<file path="config.mk">
export PLATFORM = sky130hd
export DESIGN_NAME = timed_sleep_controller
export DESIGN_NICKNAME = d
export VERILOG_FILES = /design/src/core/tsc_pkg.sv /design/src/core/timed_sleep_controller.sv
export SDC_FILE = /design/constraint.sdc
export NUM_CORES = 1
export LEC_CHECK = 0
export BUFFER_PORTS_ARGS = -buffer_cell sky130_fd_sc_hd__buf_2
export CAP_MARGIN = 20
export CORE_MARGIN = 1.5
export CORE_UTILIZATION = 30
export DETAILED_ROUTE_END_ITERATION = 10
export GPL_ROUTABILITY_DRIVEN = 0
export SYNTH_ARGS = -nofsm -noshare
export SYNTH_HDL_FRONTEND = slang
export SYNTH_SLANG_ARGS = --single-unit
export TNS_END_PERCENT = 10
</file>
<file path="constraint.sdc">
create_clock -name i_clk -period 2.6 [get_ports i_clk]
set_input_delay 0 -clock i_clk [delete_from_list [all_inputs] [get_ports i_clk]]
set_output_delay 0 -clock i_clk [all_outputs]
set_load 0.02 [all_outputs]
</file>
<file path="src/core/tsc_pkg.sv">
// Constants for the timed sleep controller
package tsc_pkg;
    localparam int ADDR_W = 10;
    localparam int DATA_W = 8;
    // Register offsets
    localparam logic [9:0] A_INT_STATUS = 10'h031;
    localparam logic [9:0] A_SETTLE_LO = 10'h035;
    localparam logic [9:0] A_SETTLE_HI = 10'h036;
    localparam logic [9:0] A_SRC_SEL = 10'h207;
    localparam logic [9:0] A_CAL_LO = 10'h209;
    localparam logic [9:0] A_CAL_MID = 10'h20A;
    localparam logic [9:0] A_CAL_CTL = 10'h20B;
    localparam logic [9:0] A_OSC_CTL = 10'h211;
    localparam logic [9:0] A_DIVIDER = 10'h220;
    localparam logic [9:0] A_WAKE_LO = 10'h222;
    localparam logic [9:0] A_WAKE_HI = 10'h223;
    localparam logic [9:0] A_FINE_LO = 10'h224;
    localparam logic [9:0] A_FINE_HI = 10'h225;
    localparam logic [9:0] A_COARSE0 = 10'h226;
    localparam logic [9:0] A_COARSE1 = 10'h227;
    localparam logic [9:0] A_COARSE2 = 10'h228;
    localparam logic [9:0] A_COARSE3 = 10'h229;
    // Field positions
    localparam int B_SLEEP_FLAG = 7;
    localparam int B_WAKE_FLAG = 6;
    localparam int B_SLEEP_ACK = 7;
    localparam int B_CAL_DONE = 7;
    localparam int B_CAL_START = 4;
    localparam int B_BEGIN_COUNT = 7;
    localparam int B_SRC_LSB = 6;
    localparam int B_OSC_DIS = 0;
    localparam int B_SETTLE_HI = 3;
    // Source select codes
    localparam logic [1:0] SRC_INTERNAL = 2'h2;
    localparam logic [1:0] SRC_EXTERNAL = 2'h1;
    // Widths and calibration period count
    localparam int CAL_W = 20;
    localparam int COARSE_W = 26;
    localparam int FINE_W = 16;
    localparam int WAKE_W = 11;
    localparam int SETTLE_W = 9;
    localparam int DIV_W = 5;
    localparam logic [4:0] CAL_PERIODS = 5'h10;
    // Timing
    localparam int CLK_PERIOD_NS = 8;
    localparam int FAST_PERIOD_NS = 50;
    localparam int FAST_CYC = FAST_PERIOD_NS / CLK_PERIOD_NS;
    localparam logic [2:0] FAST_LAST = 3'(FAST_CYC - 1);
    typedef enum logic [1:0] {
        ST_AWAKE = 2'b00,
        ST_SLEEP = 2'b01,
        ST_SETTLE = 2'b10
    } pwr_state_t;
endpackage : tsc_pkg

</file>
<file path="src/core/timed_sleep_controller.sv">
// Timed sleep controller: slow clock, calibration, sleep counters, alerts
`timescale 1ns/1ps
module timed_sleep_controller (
    // Clock and reset
    input wire logic i_clk,
    input wire logic i_resetn,
    // Register port behind the serial interface
    input wire logic [tsc_pkg::ADDR_W-1:0] i_reg_addr,
    input wire logic i_reg_wr,
    input wire logic i_reg_rd,
    input wire logic [tsc_pkg::DATA_W-1:0] i_reg_wdata,
    output logic [tsc_pkg::DATA_W-1:0] o_reg_rdata,
    // Slow oscillator pins
    input wire logic i_slow_int,
    input wire logic i_slow_ext,
    // Operating mode and superframe boundary
    input wire logic i_beacon_mode,
    input wire logic i_coordinator,
    input wire logic i_active_end,
    // Power, beacon request and alert outputs
    output logic o_slow_osc_run,
    output logic o_fast_osc_en,
    output logic o_fast_clk_gate,
    output logic o_beacon_send,
    output logic o_sleep_alert_flag,
    output logic o_wake_alert_flag
);
    import tsc_pkg::*;

    function automatic logic hit(input logic [9:0] a, input logic [9:0] r);
        hit = (a == r);
    endfunction : hit

    logic wr_q;
    logic [9:0] addr_q;
    logic [7:0] wd_q;
    logic rd_en;
    logic [1:0] src_q;
    logic osc_dis_q;
    logic [DIV_W-1:0] div_q;
    logic [WAKE_W-1:0] wake_q;
    logic [FINE_W-1:0] fine_cfg_q;
    logic [COARSE_W-1:0] coarse_cfg_q;
    logic [SETTLE_W-1:0] settle_cfg_q;
    logic ack_q;
    logic begin_q;
    logic cal_go_q;
    logic [2:0] int_s_q;
    logic [2:0] ext_s_q;
    logic [1:0] pin_lvl_q;
    logic slow_edge;
    logic [DIV_W-1:0] sdiv_q;
    logic slow_tick_q;
    logic [2:0] fdiv_q;
    logic fast_tick_q;
    logic cal_busy_q;
    logic cal_done_q;
    logic [4:0] cal_per_q;
    logic cal_armed_q;
    logic [CAL_W-1:0] cal_acc_q;
    logic [CAL_W-1:0] cal_res_q;
    pwr_state_t st_q;
    logic timing_q;
    logic fine_ph_q;
    logic [COARSE_W-1:0] coarse_q;
    logic [FINE_W-1:0] fine_q;
    logic [SETTLE_W-1:0] settle_q;
    logic interval_end;
    logic restart_hit;
    logic settle_end;
    logic [7:0] rd_d;

    // Register writes are taken one cycle late so decode stays shallow
    always_ff @(posedge i_clk or negedge i_resetn) begin
        if (!i_resetn) begin
            wr_q <= 1'b0;
            addr_q <= 10'h000;
            wd_q <= 8'h00;
        end else begin
            wr_q <= i_reg_wr;
            addr_q <= i_reg_addr;
            wd_q <= i_reg_wdata;
        end
    end

    always_ff @(posedge i_clk or negedge i_resetn) begin
        if (!i_resetn) begin
            src_q <= SRC_INTERNAL;
            osc_dis_q <= 1'b0;
            div_q <= 5'h00;
            wake_q <= 11'h000;
            fine_cfg_q <= 16'h0000;
            coarse_cfg_q <= 26'h0000000;
            settle_cfg_q <= 9'h000;
        end else if (wr_q) begin
            if (hit(addr_q, A_SRC_SEL)) src_q <= wd_q[B_SRC_LSB +: 2];
            if (hit(addr_q, A_OSC_CTL)) osc_dis_q <= wd_q[B_OSC_DIS];
            if (hit(addr_q, A_DIVIDER)) div_q <= wd_q[DIV_W-1:0];
            if (hit(addr_q, A_WAKE_LO)) wake_q[7:0] <= wd_q;
            if (hit(addr_q, A_WAKE_HI)) wake_q[10:8] <= wd_q[2:0];
            if (hit(addr_q, A_FINE_LO)) fine_cfg_q[7:0] <= wd_q;
            if (hit(addr_q, A_FINE_HI)) fine_cfg_q[15:8] <= wd_q;
            if (hit(addr_q, A_COARSE0)) coarse_cfg_q[7:0] <= wd_q;
            if (hit(addr_q, A_COARSE1)) coarse_cfg_q[15:8] <= wd_q;
            if (hit(addr_q, A_COARSE2)) coarse_cfg_q[23:16] <= wd_q;
            if (hit(addr_q, A_COARSE3)) coarse_cfg_q[25:24] <= wd_q[1:0];
            if (hit(addr_q, A_SETTLE_LO)) settle_cfg_q[6:0] <= wd_q[6:0];
            if (hit(addr_q, A_SETTLE_HI)) settle_cfg_q[8:7] <= wd_q[B_SETTLE_HI +: 2];
        end
    end

    // Command bits act as one-cycle pulses and never hold a stored value
    always_ff @(posedge i_clk or negedge i_resetn) begin
        if (!i_resetn) begin
            ack_q <= 1'b0;
            begin_q <= 1'b0;
            cal_go_q <= 1'b0;
        end else begin
            ack_q <= wr_q && hit(addr_q, A_SETTLE_LO) && wd_q[B_SLEEP_ACK];
            begin_q <= wr_q && hit(addr_q, A_COARSE3) && wd_q[B_BEGIN_COUNT];
            cal_go_q <= wr_q && hit(addr_q, A_CAL_CTL) && wd_q[B_CAL_START];
        end
    end

    // Pin synchronisers; a change counts once stages two and three agree
    always_ff @(posedge i_clk or negedge i_resetn) begin
        if (!i_resetn) begin
            int_s_q <= 3'h0;
            ext_s_q <= 3'h0;
            pin_lvl_q <= 2'h0;
        end else begin
            int_s_q <= {int_s_q[1:0], i_slow_int};
            ext_s_q <= {ext_s_q[1:0], i_slow_ext};
            pin_lvl_q[0] <= (int_s_q[1] == int_s_q[2]) ? int_s_q[2] : pin_lvl_q[0];
            pin_lvl_q[1] <= (ext_s_q[1] == ext_s_q[2]) ? ext_s_q[2] : pin_lvl_q[1];
        end
    end

    always_comb begin
        slow_edge = 1'b0;
        if (!osc_dis_q) begin
            case (src_q)
                SRC_INTERNAL: slow_edge = int_s_q[1] && int_s_q[2] && !pin_lvl_q[0];
                SRC_EXTERNAL: slow_edge = ext_s_q[1] && ext_s_q[2] && !pin_lvl_q[1];
                default: slow_edge = 1'b0;
            endcase
        end
    end

    // Divisor 0 and 1 both pass every source period
    always_ff @(posedge i_clk or negedge i_resetn) begin
        if (!i_resetn) begin
            sdiv_q <= 5'h00;
            slow_tick_q <= 1'b0;
        end else begin
            slow_tick_q <= 1'b0;
            if (slow_edge) begin
                if (sdiv_q + 5'h01 >= div_q) begin
                    sdiv_q <= 5'h00;
                    slow_tick_q <= 1'b1;
                end else begin
                    sdiv_q <= sdiv_q + 5'h01;
                end
            end
        end
    end

    // Fast tick stands for one period of the fast oscillator
    always_ff @(posedge i_clk or negedge i_resetn) begin
        if (!i_resetn) begin
            fdiv_q <= 3'h0;
            fast_tick_q <= 1'b0;
        end else begin
            fast_tick_q <= 1'b0;
            if (!o_fast_osc_en) begin
                fdiv_q <= 3'h0;
            end else if (fdiv_q == FAST_LAST) begin
                fdiv_q <= 3'h0;
                fast_tick_q <= 1'b1;
            end else begin
                fdiv_q <= fdiv_q + 3'h1;
            end
        end
    end

    // Calibration waits for a slow tick so the window is whole tick periods
    always_ff @(posedge i_clk or negedge i_resetn) begin
        if (!i_resetn) begin
            cal_busy_q <= 1'b0;
            cal_done_q <= 1'b0;
            cal_armed_q <= 1'b0;
            cal_per_q <= 5'h00;
            cal_acc_q <= 20'h00000;
            cal_res_q <= 20'h00000;
        end else if (cal_go_q) begin
            cal_busy_q <= 1'b1;
            cal_done_q <= 1'b0;
            cal_armed_q <= 1'b0;
            cal_per_q <= 5'h00;
            cal_acc_q <= 20'h00000;
        end else if (cal_busy_q) begin
            if (slow_tick_q && !cal_armed_q) begin
                cal_armed_q <= 1'b1;
            end else if (cal_armed_q) begin
                if (fast_tick_q) cal_acc_q <= cal_acc_q + 20'h00001;
                if (slow_tick_q) begin
                    if (cal_per_q == CAL_PERIODS - 5'h01) begin
                        cal_busy_q <= 1'b0;
                        cal_done_q <= 1'b1;
                        cal_res_q <= cal_acc_q;
                    end else begin
                        cal_per_q <= cal_per_q + 5'h01;
                    end
                end
            end
        end
    end

    // Interval timer: coarse phase counts down, then the fine phase
    assign restart_hit = timing_q && !fine_ph_q && (coarse_q == COARSE_W'(wake_q));
    assign interval_end = timing_q && fine_ph_q && (fine_q == 16'h0000);
    assign settle_end = (st_q == ST_SETTLE) && (settle_q == settle_cfg_q);

    always_ff @(posedge i_clk or negedge i_resetn) begin
        if (!i_resetn) begin
            timing_q <= 1'b0;
            fine_ph_q <= 1'b0;
            coarse_q <= 26'h0000000;
            fine_q <= 16'h0000;
        end else if (begin_q || (i_beacon_mode && !i_coordinator && i_active_end)
                     || (interval_end && i_beacon_mode && i_coordinator)) begin
            timing_q <= 1'b1;
            fine_ph_q <= 1'b0;
            coarse_q <= coarse_cfg_q;
            fine_q <= i_beacon_mode ? fine_cfg_q : {1'b0, fine_cfg_q[15:1]};
        end else if (interval_end) begin
            timing_q <= 1'b0;
        end else if (timing_q && !fine_ph_q) begin
            if (coarse_q == 26'h0000000) fine_ph_q <= 1'b1;
            else if (slow_tick_q) coarse_q <= coarse_q - 26'h0000001;
        end else if (timing_q && fast_tick_q) begin
            fine_q <= fine_q - 16'h0001;
        end
    end

    // Power sequence
    always_ff @(posedge i_clk or negedge i_resetn) begin
        if (!i_resetn) begin
            st_q <= ST_AWAKE;
            settle_q <= 9'h000;
        end else begin
            case (st_q)
                ST_AWAKE: begin
                    if (ack_q || (begin_q && !i_beacon_mode)) st_q <= ST_SLEEP;
                end
                ST_SLEEP: begin
                    if (restart_hit || interval_end || !timing_q) begin
                        st_q <= ST_SETTLE;
                        settle_q <= 9'h000;
                    end
                end
                ST_SETTLE: begin
                    if (settle_end) st_q <= ST_AWAKE;
                    else if (slow_tick_q) settle_q <= settle_q + 9'h001;
                end
                default: st_q <= ST_AWAKE;
            endcase
        end
    end

    // Alert flags; a new event wins over a clearing read in the same cycle
    assign rd_en = i_reg_rd && hit(i_reg_addr, A_INT_STATUS);
    always_ff @(posedge i_clk or negedge i_resetn) begin
        if (!i_resetn) begin
            o_sleep_alert_flag <= 1'b0;
            o_wake_alert_flag <= 1'b0;
        end else begin
            if (i_beacon_mode && i_active_end) o_sleep_alert_flag <= 1'b1;
            else if (rd_en) o_sleep_alert_flag <= 1'b0;
            if (settle_end) o_wake_alert_flag <= 1'b1;
            else if (rd_en) o_wake_alert_flag <= 1'b0;
        end
    end

    always_ff @(posedge i_clk or negedge i_resetn) begin
        if (!i_resetn) begin
            o_slow_osc_run <= 1'b1;
            o_fast_osc_en <= 1'b1;
            o_fast_clk_gate <= 1'b1;
            o_beacon_send <= 1'b0;
        end else begin
            o_slow_osc_run <= !osc_dis_q;
            o_fast_osc_en <= (st_q != ST_SLEEP);
            o_fast_clk_gate <= (st_q == ST_AWAKE);
            o_beacon_send <= interval_end && i_beacon_mode && i_coordinator;
        end
    end

    // Read data; the register file stays readable while asleep
    always_comb begin
        rd_d = 8'h00;
        case (i_reg_addr)
            A_INT_STATUS: rd_d = {o_sleep_alert_flag, o_wake_alert_flag, 6'h00};
            A_SETTLE_LO: rd_d = {1'b0, settle_cfg_q[6:0]};
            A_SETTLE_HI: rd_d = {3'h0, settle_cfg_q[8:7], 3'h0};
            A_SRC_SEL: rd_d = {src_q, 6'h00};
            A_CAL_LO: rd_d = cal_res_q[7:0];
            A_CAL_MID: rd_d = cal_res_q[15:8];
            A_CAL_CTL: rd_d = {cal_done_q, 2'h0, cal_busy_q, cal_res_q[19:16]};
            A_OSC_CTL: rd_d = {7'h00, osc_dis_q};
            A_DIVIDER: rd_d = {3'h0, div_q};
            A_WAKE_LO: rd_d = wake_q[7:0];
            A_WAKE_HI: rd_d = {5'h00, wake_q[10:8]};
            A_FINE_LO: rd_d = fine_cfg_q[7:0];
            A_FINE_HI: rd_d = fine_cfg_q[15:8];
            A_COARSE0: rd_d = coarse_cfg_q[7:0];
            A_COARSE1: rd_d = coarse_cfg_q[15:8];
            A_COARSE2: rd_d = coarse_cfg_q[23:16];
            A_COARSE3: rd_d = {timing_q, 5'h00, coarse_cfg_q[25:24]};
            default: rd_d = 8'h00;
        endcase
    end

    always_ff @(posedge i_clk or negedge i_resetn) begin
        if (!i_resetn) o_reg_rdata <= 8'h00;
        else if (i_reg_rd) o_reg_rdata <= rd_d;
    end

    // Checks
    chk_ack_sleeps: assert property (@(posedge i_clk) disable iff (!i_resetn)
        (st_q == ST_AWAKE && ack_q) |=> ##1 !o_fast_osc_en)
        else $error("acknowledge did not stop fast oscillator");
    chk_sleep_gated: assert property (@(posedge i_clk) disable iff (!i_resetn)
        (st_q == ST_SLEEP) |=> (!o_fast_osc_en && !o_fast_clk_gate))
        else $error("fast clock active while asleep");
    chk_settle_withheld: assert property (@(posedge i_clk) disable iff (!i_resetn)
        (st_q == ST_SETTLE) |=> (o_fast_osc_en && !o_fast_clk_gate))
        else $error("fast clock released during settle");
    chk_restart_wakes: assert property (@(posedge i_clk) disable iff (!i_resetn)
        (st_q == ST_SLEEP && restart_hit) |=> (st_q == ST_SETTLE) ##1 o_fast_osc_en)
        else $error("restart point did not start oscillator");
    chk_wake_flag: assert property (@(posedge i_clk) disable iff (!i_resetn)
        settle_end |=> (o_wake_alert_flag && st_q == ST_AWAKE))
        else $error("wake alert missing after settle");
    chk_alert_holds: assert property (@(posedge i_clk) disable iff (!i_resetn)
        (o_sleep_alert_flag && !rd_en) |=> o_sleep_alert_flag)
        else $error("sleep alert lost without read");
    chk_sleep_alert: assert property (@(posedge i_clk) disable iff (!i_resetn)
        (i_beacon_mode && i_active_end) |=> o_sleep_alert_flag)
        else $error("sleep alert not raised at boundary");
    chk_ack_self_clear: assert property (@(posedge i_clk) disable iff (!i_resetn)
        ack_q |=> !ack_q)
        else $error("sleep acknowledge did not clear");
    chk_cal_done: assert property (@(posedge i_clk) disable iff (!i_resetn)
        cal_go_q |=> (!cal_done_q && cal_busy_q))
        else $error("calibration start did not clear done");
    chk_cal_store: assert property (@(posedge i_clk) disable iff (!i_resetn)
        $rose(cal_done_q) |-> (cal_res_q == $past(cal_acc_q)))
        else $error("calibration result not stored");
    chk_beacon_pulse: assert property (@(posedge i_clk) disable iff (!i_resetn)
        o_beacon_send |=> !o_beacon_send)
        else $error("beacon request wider than one cycle");
    chk_half_fine: assert property (@(posedge i_clk) disable iff (!i_resetn)
        (begin_q && !i_beacon_mode) |=> (fine_q == {1'b0, fine_cfg_q[15:1]}))
        else $error("nonbeacon fine count not halved");
    cov_nonbeacon: cover property (@(posedge i_clk) disable iff (!i_resetn)
        (begin_q && !i_beacon_mode) ##[1:1000] o_wake_alert_flag);
    cov_beacon: cover property (@(posedge i_clk) disable iff (!i_resetn)
        o_beacon_send);
    cov_cal: cover property (@(posedge i_clk) disable iff (!i_resetn)
        $rose(cal_done_q));
endmodule : timed_sleep_controller

</file>
==> metrics.yaml, run 1 <==
run_status:
  status: "finished, final reports clean"
route:
  drtPass1Iterations: 6
  route.final.wire_length_um: 29600
  route.vias.total: 8188
  initialDrtViolationCount: 528
  remaining_drc_errors: 0
  post_detailed_route_via_to_cell_ratio: 5.13
  ant_nets: 0
  avgRoutedWirePerCell_um: 18.6
floorplan:
  floorplan.initialDensity_pct: 30.4
  std_cell_rows: 70
  floorplan.die.width_um: 195
  fp.coreArea_sq_um: 36500
  design.die.area_sq_um: 38200
  floorplan.die.height_um: 195
  io_pins: 41
place:
  detailedPlacementHpwl_um: 21700
  place_area_sq_um: 12000
  port_buffers: 40
critical_path:
  worst-setup-path-type: "register to register"
  timing.critical_path.required_ns: 3.01
  reg2reg_setup_slack_ns: 0.19
  r2r-start: "addr_q[7]"
  timing.critical_path.arrival_ns: 2.82
  regToRegEndpoint: "fine_cfg_q[2]"
  worst-path-max-fanout: 8
  endpoint_kind: "register"
  critical_path.endpoint: "fine_cfg_q[2]"
  beginning_of_the_critical_path: "addr_q[7]"
  worst_r2r_path_depth: 5
  crit_path_launch_type: "register"
timing:
  fin_setup_tns_ns: 0
  timing.fmax_mhz: 415
  finClkSkew_ns: 0.0157
  final_hold_viol_count: 0
  finalCriticalPeriod_ns: 2.41
  rsz0062_at_grt: "false"
  timing.max_slew.rel_slack_pct: 51.9
  worst-slew-pin-transition_ns: 0.721
  setup_viol_count_final: 0
  final_count_of_pins_violating_max_slew: 0
  period_share_pct: 92.8
yosys:
  sequential_element_share_of_the_synthesized_area_pct: 51.2
  post_synth_instance_area_sq_um: 11100
  syn_nets: 1073
  synth-seq-cells: 227
  postSynthCellCount: 1028
  syn_avg_cell_area_sq_um: 10.8
  ys_types: 66
  synth-async-reset-ratio_pct: 100
  yosys_most_used_dff: "dfrtp_1"
  synth_enable_flop_cells: 0
  yosysWarnings: 0
grt:
  grt_pass1_wl_um: 47600
  antenna_found_initial: 0
  number_of_global_route_vias_before_repair: 8232
  grt_remaining_overflow: 0
  global_route.usage.total_pct: 15.8
  pin_count_of_the_biggest_net_entering_global_routing: 90
clock_tree:
  cts_buffer_depth: 3
  cts.reportedPaths.clkPinSlew_ns: 0.06
  clock_latency_ns: 0.53
  clkSinkCount: 227
  cts-root-buf: "clkbuf_16"
  tritoncts: "yes"
  cts-buffers-inserted: 26
  post_cts_buffers: 0
  cts-htree-levels: 1
cells_and_area:
  final_core_utilization_pct: 36.0
  layout.nets: 1153
  final_design_area_no_fill_sq_um: 13100
  most_frequent_standard_cell_in_the_layout_excluding_fill_and_tap_cells: "dfrtp_1"
  layout.cells.most_common_list: "dfrtp_1 (223), mux2_2 (105), nand2_1 (104)"
  diode_count: 0
  flow.area_growth_from_synthesis_pct: 18.3
  ratio_of_cells_with_drive_above_1_in_the_final_layout_pct: 20.5
power_and_ir_drop:
  ir_worst_vdd_uv: 564
  power.density_nw_per_um2: 660
  p_leak_nw: 5.92
  total_power_w: 0.00868
run:
  cap_viol_max_count: 0
worst_hold_path:
  hold_path.class: "input port to async pin"
repair_timing:
action	in CTS	in global routing
endpoints found under the hold margin	118	0
hold buffers	26	0
resized for setup	0	1
setup endpoints to repair	0	6
metrics by stage:
step | setup WS (ns) | hold slack (ns) | instances
after floorplan | 0.432 | -0.296 | 1028
after global placement | 0.236 | 0.0664 | 1522
after detailed placement | 0.203 | 0.0718 | 1522
after CTS | 0.189 | 0.0849 | 1596
after global routing | 0.0734 | 0.104 | 1596
final | 0.188 | 0.0575 | 1596
worst max-delay path: stages (launching register included):
cell      delay, ns
dfrtp_1        0.39
nor4b_4        0.35
nand4b_2       0.20
or3b_1         0.58
nor3_4         0.38
mux2_2         0.39
synth_stat cells (all sizes together), types with 9 or more instances:
cell type    n  share of area, %
a21o        11              0.74
a21oi       22              0.99
a22oi       15               1.0
and3        13              0.73
buf         15              0.70
clkbuf      26              0.88
dfrtp      223                50
ha          18               2.0
inv         19              0.64
mux2       105                11
mux2i       20               1.8
nand2      104               3.5
nand2b      10              0.56
nand3       38               1.7
nand4       15              0.85
nor2        87               3.1
nor2b        9              0.51
nor3        22               1.1
nor4        16               1.0
o21ai       55               2.5
or3         10              0.56
xnor2       34               2.7
xor2        45               3.6
per-layer routing:
metal / track usage, % / vias up / part of all wire [%] / routed length, um
li1: - / 3835 / - / -
met1: 22.5 / 4102 / 47 / 14100
met2: 24.9 / 192 / 45 / 13400
met3: 2.02 / 59 / 4.1 / 1200
met4: 4.85 / 0 / 3.2 / 958
met5: 0 / - / 0 / 0
report_power, final:
group / internal [W] / switching (W) / total, W / leakage, nW
sequential: 0.00371 / 0.000225 / 0.00393 / 3.04
combinational: 0.000395 / 0.000552 / 0.000947 / 2.43
clock: 0.00233 / 0.00146 / 0.00379 / 0.446
how the worst min path moves through the flow:
stage,from,end,slack [ns],depth (start not counted)
after floorplan,i_resetn,ack_q,-0.30,0
after CTS,i_slow_ext,ext_s_q[0],0.08,2
final,i_resetn,int_s_q[0],0.06,2
after detailed placement,i_resetn,int_s_q[0],0.07,1
after global placement,i_resetn,int_s_q[0],0.07,1
after global routing,i_slow_int,int_s_q[0],0.10,2
cell families after synthesis:
logic type | after synthesis | synth area share (%)
simple gates | 360 | 16.5
flops | 227 | 51.2
compound gates | 159 | 9.34
mux | 125 | 12.5
xor+xnor | 79 | 6.23
buf+inv | 60 | 2.22
fa+ha+maj | 18 | 2.03
layout make-up:
cell class | count | area [sq um]
clock inverter | 10 | 125
timing repair buffer | 93 | 723
sequential | 227 | 5690
tap | 468 | 586
clock buffer | 38 | 767
multi-input combinational | 741 | 5180
fill | 3613 | 23400
inverter | 19 | 71.3
state kept, by name (all words and copies together), names as in the netlist, 2 cells and up:
signal and cells:
addr_q 10, cal_acc_q 20, cal_per_q 5, cal_res_q 20, coarse_cfg_q 26, coarse_q 26, div_q 5, ext_s_q 3
fdiv_q 3, fine_cfg_q 16, fine_q 16, int_s_q 3, o_reg_rdata 8, pin_lvl_q 2, sdiv_q 5, settle_cfg_q 9
settle_q 9, src_q 2, st_q 2, wake_q 11, wd_q 8
No activity file was read; power rests on OpenSTA's default activity.
==> run 2: changes to the inputs <==
--- a/config.mk
+++ b/config.mk
@@ -7,6 +7,7 @@
 export LEC_CHECK = 0
 export BUFFER_PORTS_ARGS = -buffer_cell sky130_fd_sc_hd__buf_2
 export CAP_MARGIN = 20
+export CORE_ASPECT_RATIO = 0.8
 export CORE_MARGIN = 1.5
 export CORE_UTILIZATION = 30
 export DETAILED_ROUTE_END_ITERATION = 10
==> metrics.yaml, run 2 (synthesis results as in run 1) <==
floorplan:
  floorplan.die.height_um: 175
  std_cell_rows: 62
  design.die.area_sq_um: 38200
  fp.coreArea_sq_um: 36100
  floorplan.die.width_um: 218
  floorplan.initialDensity_pct: 30.7
  io_pins: 41
timing:
  period_share_pct: 96.1
  rsz0062_at_grt: "true"
  final_hold_viol_count: 0
  setup_viol_count_final: 0
  worst_slack_ns: 0.102
  worst-slew-pin-transition_ns: 0.721
  finalCriticalPeriod_ns: 2.50
  timing.fmax_mhz: 400
  final_count_of_pins_violating_max_slew: 0
  finClkSkew_ns: 0.0336
  timing.max_slew.rel_slack_pct: 51.5
power_and_ir_drop:
  total_power_w: 0.00862
  power.clock.fraction_pct: 42.8
  p_leak_nw: 5.92
  power.density_nw_per_um2: 656
  cell_internal_pwr_w: 0.00636
  sequentialPowerShare_pct: 45.6
  net-switching-power_w: 0.00226
  switching_portion_of_total_power_pct: 26.2
  ir_worst_vdd_uv: 466
  power.share.combinational_pct: 11.6
critical_path:
  critical_path.endpoint: "settle_q[3]"
  timing.critical_path.arrival_ns: 2.92
  worst_r2r_path_depth: 9
  reg2reg_setup_slack_ns: 0.10
  endpoint_kind: "register"
  regToRegEndpoint: "settle_q[3]"
  r2r-start: "fine_q[0]"
  timing.critical_path.required_ns: 3.02
  beginning_of_the_critical_path: "fine_q[0]"
  worst-setup-path-type: "register to register"
  worst-path-max-fanout: 7
  crit_path_launch_type: "register"
route:
  route.final.wire_length_um: 30300
  initialDrtViolationCount: 696
  routedLengthMet1_um: 15000
  post_detailed_route_via_to_cell_ratio: 5.12
  met3RoutedLength_um: 1950
  drtPass1Iterations: 6
  avgRoutedWirePerCell_um: 18.8
  remaining_drc_errors: 0
  topRoutingLayerUsed: "met4"
  met2_wirelength_um: 12600
  ant_nets: 0
  route.vias.total: 8240
cells_and_area:
  area_of_combinational_cells_with_multiple_inputs_sq_um: 5170
  diode_count: 0
  flow.area_growth_from_synthesis_pct: 18.4
  layout_top_registers: "coarse_cfg_q: 26 flops, coarse_q: 26 flops"
  sequential_cell_area_sq_um: 5690
  final_core_utilization_pct: 36.3
  layout.cells.most_common_list: "dfrtp_1 (223), mux2_2 (105), nand2_1 (104)"
  most_frequent_standard_cell_in_the_layout_excluding_fill_and_tap_cells: "dfrtp_1"
  ratio_of_cells_with_drive_above_1_in_the_final_layout_pct: 20.6
  num-fill-cells: 3629
  layout.nets: 1158
clock_tree:
  cts-root-buf: "clkbuf_16"
  tritoncts: "yes"
  clkSinkCount: 227
  clock_latency_ns: 0.54
  cts_buffer_depth: 3
  cts-buffers-inserted: 25
  cts.reportedPaths.clkPinSlew_ns: 0.07
  post_cts_buffers: 0
  cts-htree-levels: 1
place:
  detailedPlacementHpwl_um: 22100
  port_buffers: 40
  pre_cts_ws_ns: 0.0395
grt:
  number_of_global_route_vias_before_repair: 8139
  grt_remaining_overflow: 0
  pin_count_of_the_biggest_net_entering_global_routing: 87
  grt_pass1_wl_um: 48300
  antenna_found_initial: 0
  global_route.usage.total_pct: 16.1
worst_hold_path:
  hold_path.class: "input port to async pin"
run_status:
  status: "finished, final reports clean"
run:
  cap_viol_max_count: 0
==> run 2: metal layers <==
metal / global-route usage (%) / vias to the layer above
li1: - / 3851
met1: 24.2 / 4099
met2: 22.9 / 241
met3: 3.79 / 49
met4: 3.82 / 0
met5: 0 / -
==> run 2: how the worst min path moves through the flow <==
stage	end	cells past startpoint	start	slack, ns
after CTS	wd_q[0]	2	i_reg_wdata[0]	0.08
after global placement	cal_per_q[2]	1	i_resetn	0.05
final	o_reg_rdata[3]	2	i_resetn	0.09
after detailed placement	cal_per_q[0]	1	i_resetn	0.05
after global routing	wd_q[6]	2	i_reg_wdata[6]	0.1
after floorplan	ack_q	0	i_resetn	-0.30
==> run 2: critical path, cell delays in order, from the launching register on <==
cell     delay (ns)
dfrtp_1        0.38
inv_1          0.11
ha_1           0.19
nor3b_1        0.25
nand4_1        0.31
o21ai_1        0.34
a21oi_1        0.21
o21a_1         0.26
buf_4          0.16
a21o_1         0.18
==> run 2: stage by stage <==
stage | TNS (ns) | cells | hold WS, ns | cell area, sq um
global route | -0.00653 | 1608 | 0.0972 | 13100
CTS | 0 | 1608 | 0.0839 | 13100
global placement | 0 | 1538 | 0.0502 | 12000
floorplan | 0 | 1028 | -0.296 | 11100
detailed placement | 0 | 1538 | 0.0535 | 12000
finish | 0 | 1608 | 0.0898 | 13100
==> run 2: power by group through the flow <==
stage,clock [W],combinational [W],sequential [W]
detailed placement,0,0.000960,0.00399
floorplan,0,0.000608,0.00391
global placement,0,0.000949,0.00398
CTS,0.00377,0.000999,0.00393
finish,0.00369,0.00100,0.00393
global route,0.00392,0.00112,0.00395
==> run 2: area by class of cell <==
class | count | share of cell area [%]
flip-flops and latches | 227 | 43.3
multi-input cells | 741 | 39.4
repair buffers | 99 | 5.81
clock buffers | 34 | 5.55
well taps | 480 | 4.57
clock inverters | 8 | 0.905
inverters | 19 | 0.543
==> run 2: timing repair <==
action	in CTS	in global routing
hold endpoints to repair	150	0
resized for setup	0	2
hold buffers	28	0
endpoints found under the setup margin	0	9
==> run 3: changes to the inputs <==
--- a/config.mk
+++ b/config.mk
@@ -8,7 +8,7 @@
 export BUFFER_PORTS_ARGS = -buffer_cell sky130_fd_sc_hd__buf_2
 export CAP_MARGIN = 20
 export CORE_ASPECT_RATIO = 0.8
-export CORE_MARGIN = 1.5
+export CORE_MARGIN = 4
 export CORE_UTILIZATION = 30
 export DETAILED_ROUTE_END_ITERATION = 10
 export GPL_ROUTABILITY_DRIVEN = 0
==> metrics.yaml, run 3 (synthesis results as in run 1) <==
route:
  post_detailed_route_via_to_cell_ratio: 5.14
  initialDrtViolationCount: 654
  route.vias.total: 8277
  remaining_drc_errors: 0
  route.final.wire_length_um: 30400
  avgRoutedWirePerCell_um: 18.9
  drtPass1Iterations: 5
  ant_nets: 0
cells_and_area:
  layout_top_registers: "coarse_cfg_q: 26 flops, coarse_q: 26 flops"
  instances_no_fill: 1609
  final_core_utilization_pct: 36.1
  ratio_of_cells_with_drive_above_1_in_the_final_layout_pct: 20.5
  layout.nets: 1159
  area_of_combinational_cells_with_multiple_inputs_sq_um: 5170
  sequential_cell_area_sq_um: 5690
  final_design_area_no_fill_sq_um: 13100
  layout.cells.most_common_list: "dfrtp_1 (223), mux2_2 (105), nand2_1 (104)"
  num-fill-cells: 3591
  most_frequent_standard_cell_in_the_layout_excluding_fill_and_tap_cells: "dfrtp_1"
  flow.area_growth_from_synthesis_pct: 17.7
  diode_count: 0
critical_path:
  slowest_delay_ns: 0.55
  crit_path_launch_type: "input port"
  endpoint_kind: "register"
  cp_slowest_cell: "dlygate4sd3_1"
  critical-path-top-cell-by-count: "dlygate4sd3_1"
  critical-path-top-delay-family: "buffers and inverters"
  worstPathCellList: "dlygate4sd3_1 > buf_2 > nor2b_1 > nand3_1 > or3_1 > nor2_1 > nand2_1 > a22o_1 > dlygate4sd3_1"
  critPathBufInv: 3
  timing.critical_path.arrival_ns: 2.89
  worst-path-max-fanout: 17
  worst-setup-path-type: "input port to register"
  timing.critical_path.required_ns: 3.02
clock_tree:
  cts_buffer_depth: 3
  clock_latency_ns: 0.54
  cts-root-buf: "clkbuf_16"
  clkSinkCount: 227
  post_cts_resize_count: 0
  tritoncts: "yes"
  cts-buffers-inserted: 24
  cts-htree-levels: 1
  cts.reportedPaths.clkPinSlew_ns: 0.06
place:
  dp.cells: 1540
  place_area_sq_um: 12000
  detailedPlacementHpwl_um: 22500
  port_buffers: 40
floorplan:
  std_cell_rows: 62
  io_pins: 41
  fp.coreArea_sq_um: 36200
  floorplan.die.height_um: 180
  floorplan.die.width_um: 223
  floorplan.initialDensity_pct: 30.6
  design.die.area_sq_um: 40200
run:
  cap_viol_max_count: 0
power_and_ir_drop:
  power.share.combinational_pct: 12.3
  p_leak_nw: 5.88
  total_power_w: 0.00825
  net-switching-power_w: 0.00222
  cell_internal_pwr_w: 0.00603
  power.clock.fraction_pct: 40.1
  switching_portion_of_total_power_pct: 26.9
  ir_worst_vdd_uv: 529
  power.density_nw_per_um2: 632
  sequentialPowerShare_pct: 47.6
worst_hold_path:
  hold_path.class: "input port to async pin"
grt:
  pin_count_of_the_biggest_net_entering_global_routing: 88
  antenna_found_initial: 1
  grt_pass1_wl_um: 48300
  grt_remaining_overflow: 0
  number_of_global_route_vias_before_repair: 8262
  global_route.usage.total_pct: 15.0
timing:
  final_hold_viol_count: 0
  final_count_of_pins_violating_max_slew: 0
  timing.fmax_mhz: 405
  fin_setup_tns_ns: 0
  finClkSkew_ns: 0.0301
  rsz0062_at_grt: "false"
  worst-slew-pin-transition_ns: 0.720
  finalCriticalPeriod_ns: 2.47
  setup_viol_count_final: 0
  timing.max_slew.rel_slack_pct: 51.6
  period_share_pct: 94.9
run_status:
  status: "finished, final reports clean"
[run 3: power groups by stage]
stage / Clock, W / Combinational, W / Sequential, W
detailed placement: 0 / 0.000978 / 0.00399
global placement: 0 / 0.000967 / 0.00398
finish: 0.00331 / 0.00102 / 0.00393
floorplan: 0 / 0.000608 / 0.00391
CTS: 0.00338 / 0.00102 / 0.00393
global route: 0.00355 / 0.00114 / 0.00395
[run 3: timing repair]
action | CTS | global route
buffers inserted | 0 | 0
hold buffers | 28 | 0
hold endpoints to repair | 151 | 0
[run 3: layer usage]
metal	GRT usage (%)	up-vias	routed length (um)
li1	-	3848	-
met3	3.97	54	2070
met2	21.5	233	12800
met4	3.45	2	730
met5	0	-	17
met1	22.5	4140	14800
[run 3: metrics by stage]
stage / setup slack, ns / hold WS, ns
after floorplan: 0.432 / -0.296
after global placement: 0.239 / 0.0793
after detailed placement: 0.205 / 0.0729
after CTS: 0.201 / 0.0752
after global routing: 0.0325 / 0.102
final: 0.131 / 0.0993
[run 3: area by class of cell]
cell class | count | share of cell area (%)
multi-input combinational | 741 | 39.6
tap | 480 | 4.60
sequential | 227 | 43.5
timing repair buffer | 101 | 5.94
inverter | 19 | 0.546
clock inverter | 6 | 0.354
clock buffer | 35 | 5.45
[run 3: path summary, 6_finish.rpt]
| path | slack [ns] | from | to | cells past startpoint |
|---|---|---|---|---|
| setup / recovery | 0.13 | i_reg_addr[0] | o_sleep_alert_flag | 9 |
| hold / removal | 0.1 | i_resetn | cal_per_q[2] | 2 |
| setup reg to reg | 0.20 | addr_q[6] | fine_cfg_q[5] | 5 |
| hold reg to reg | 0.35 | ext_s_q[0] | ext_s_q[1] | 0 |
| max in group asynchronous | 1.68 | i_resetn | src_q[1] | 3 |
| min in group i_clk | 0.10 | i_slow_ext | ext_s_q[0] | 2 |
[run 3: worst register-to-register path: stages (launching register included)]
cell and delay [ns]:
dfrtp_1 0.40, nor4b_4 0.34, nand4b_2 0.18, or3b_1 0.59, nor3_4 0.38, mux2_2 0.39
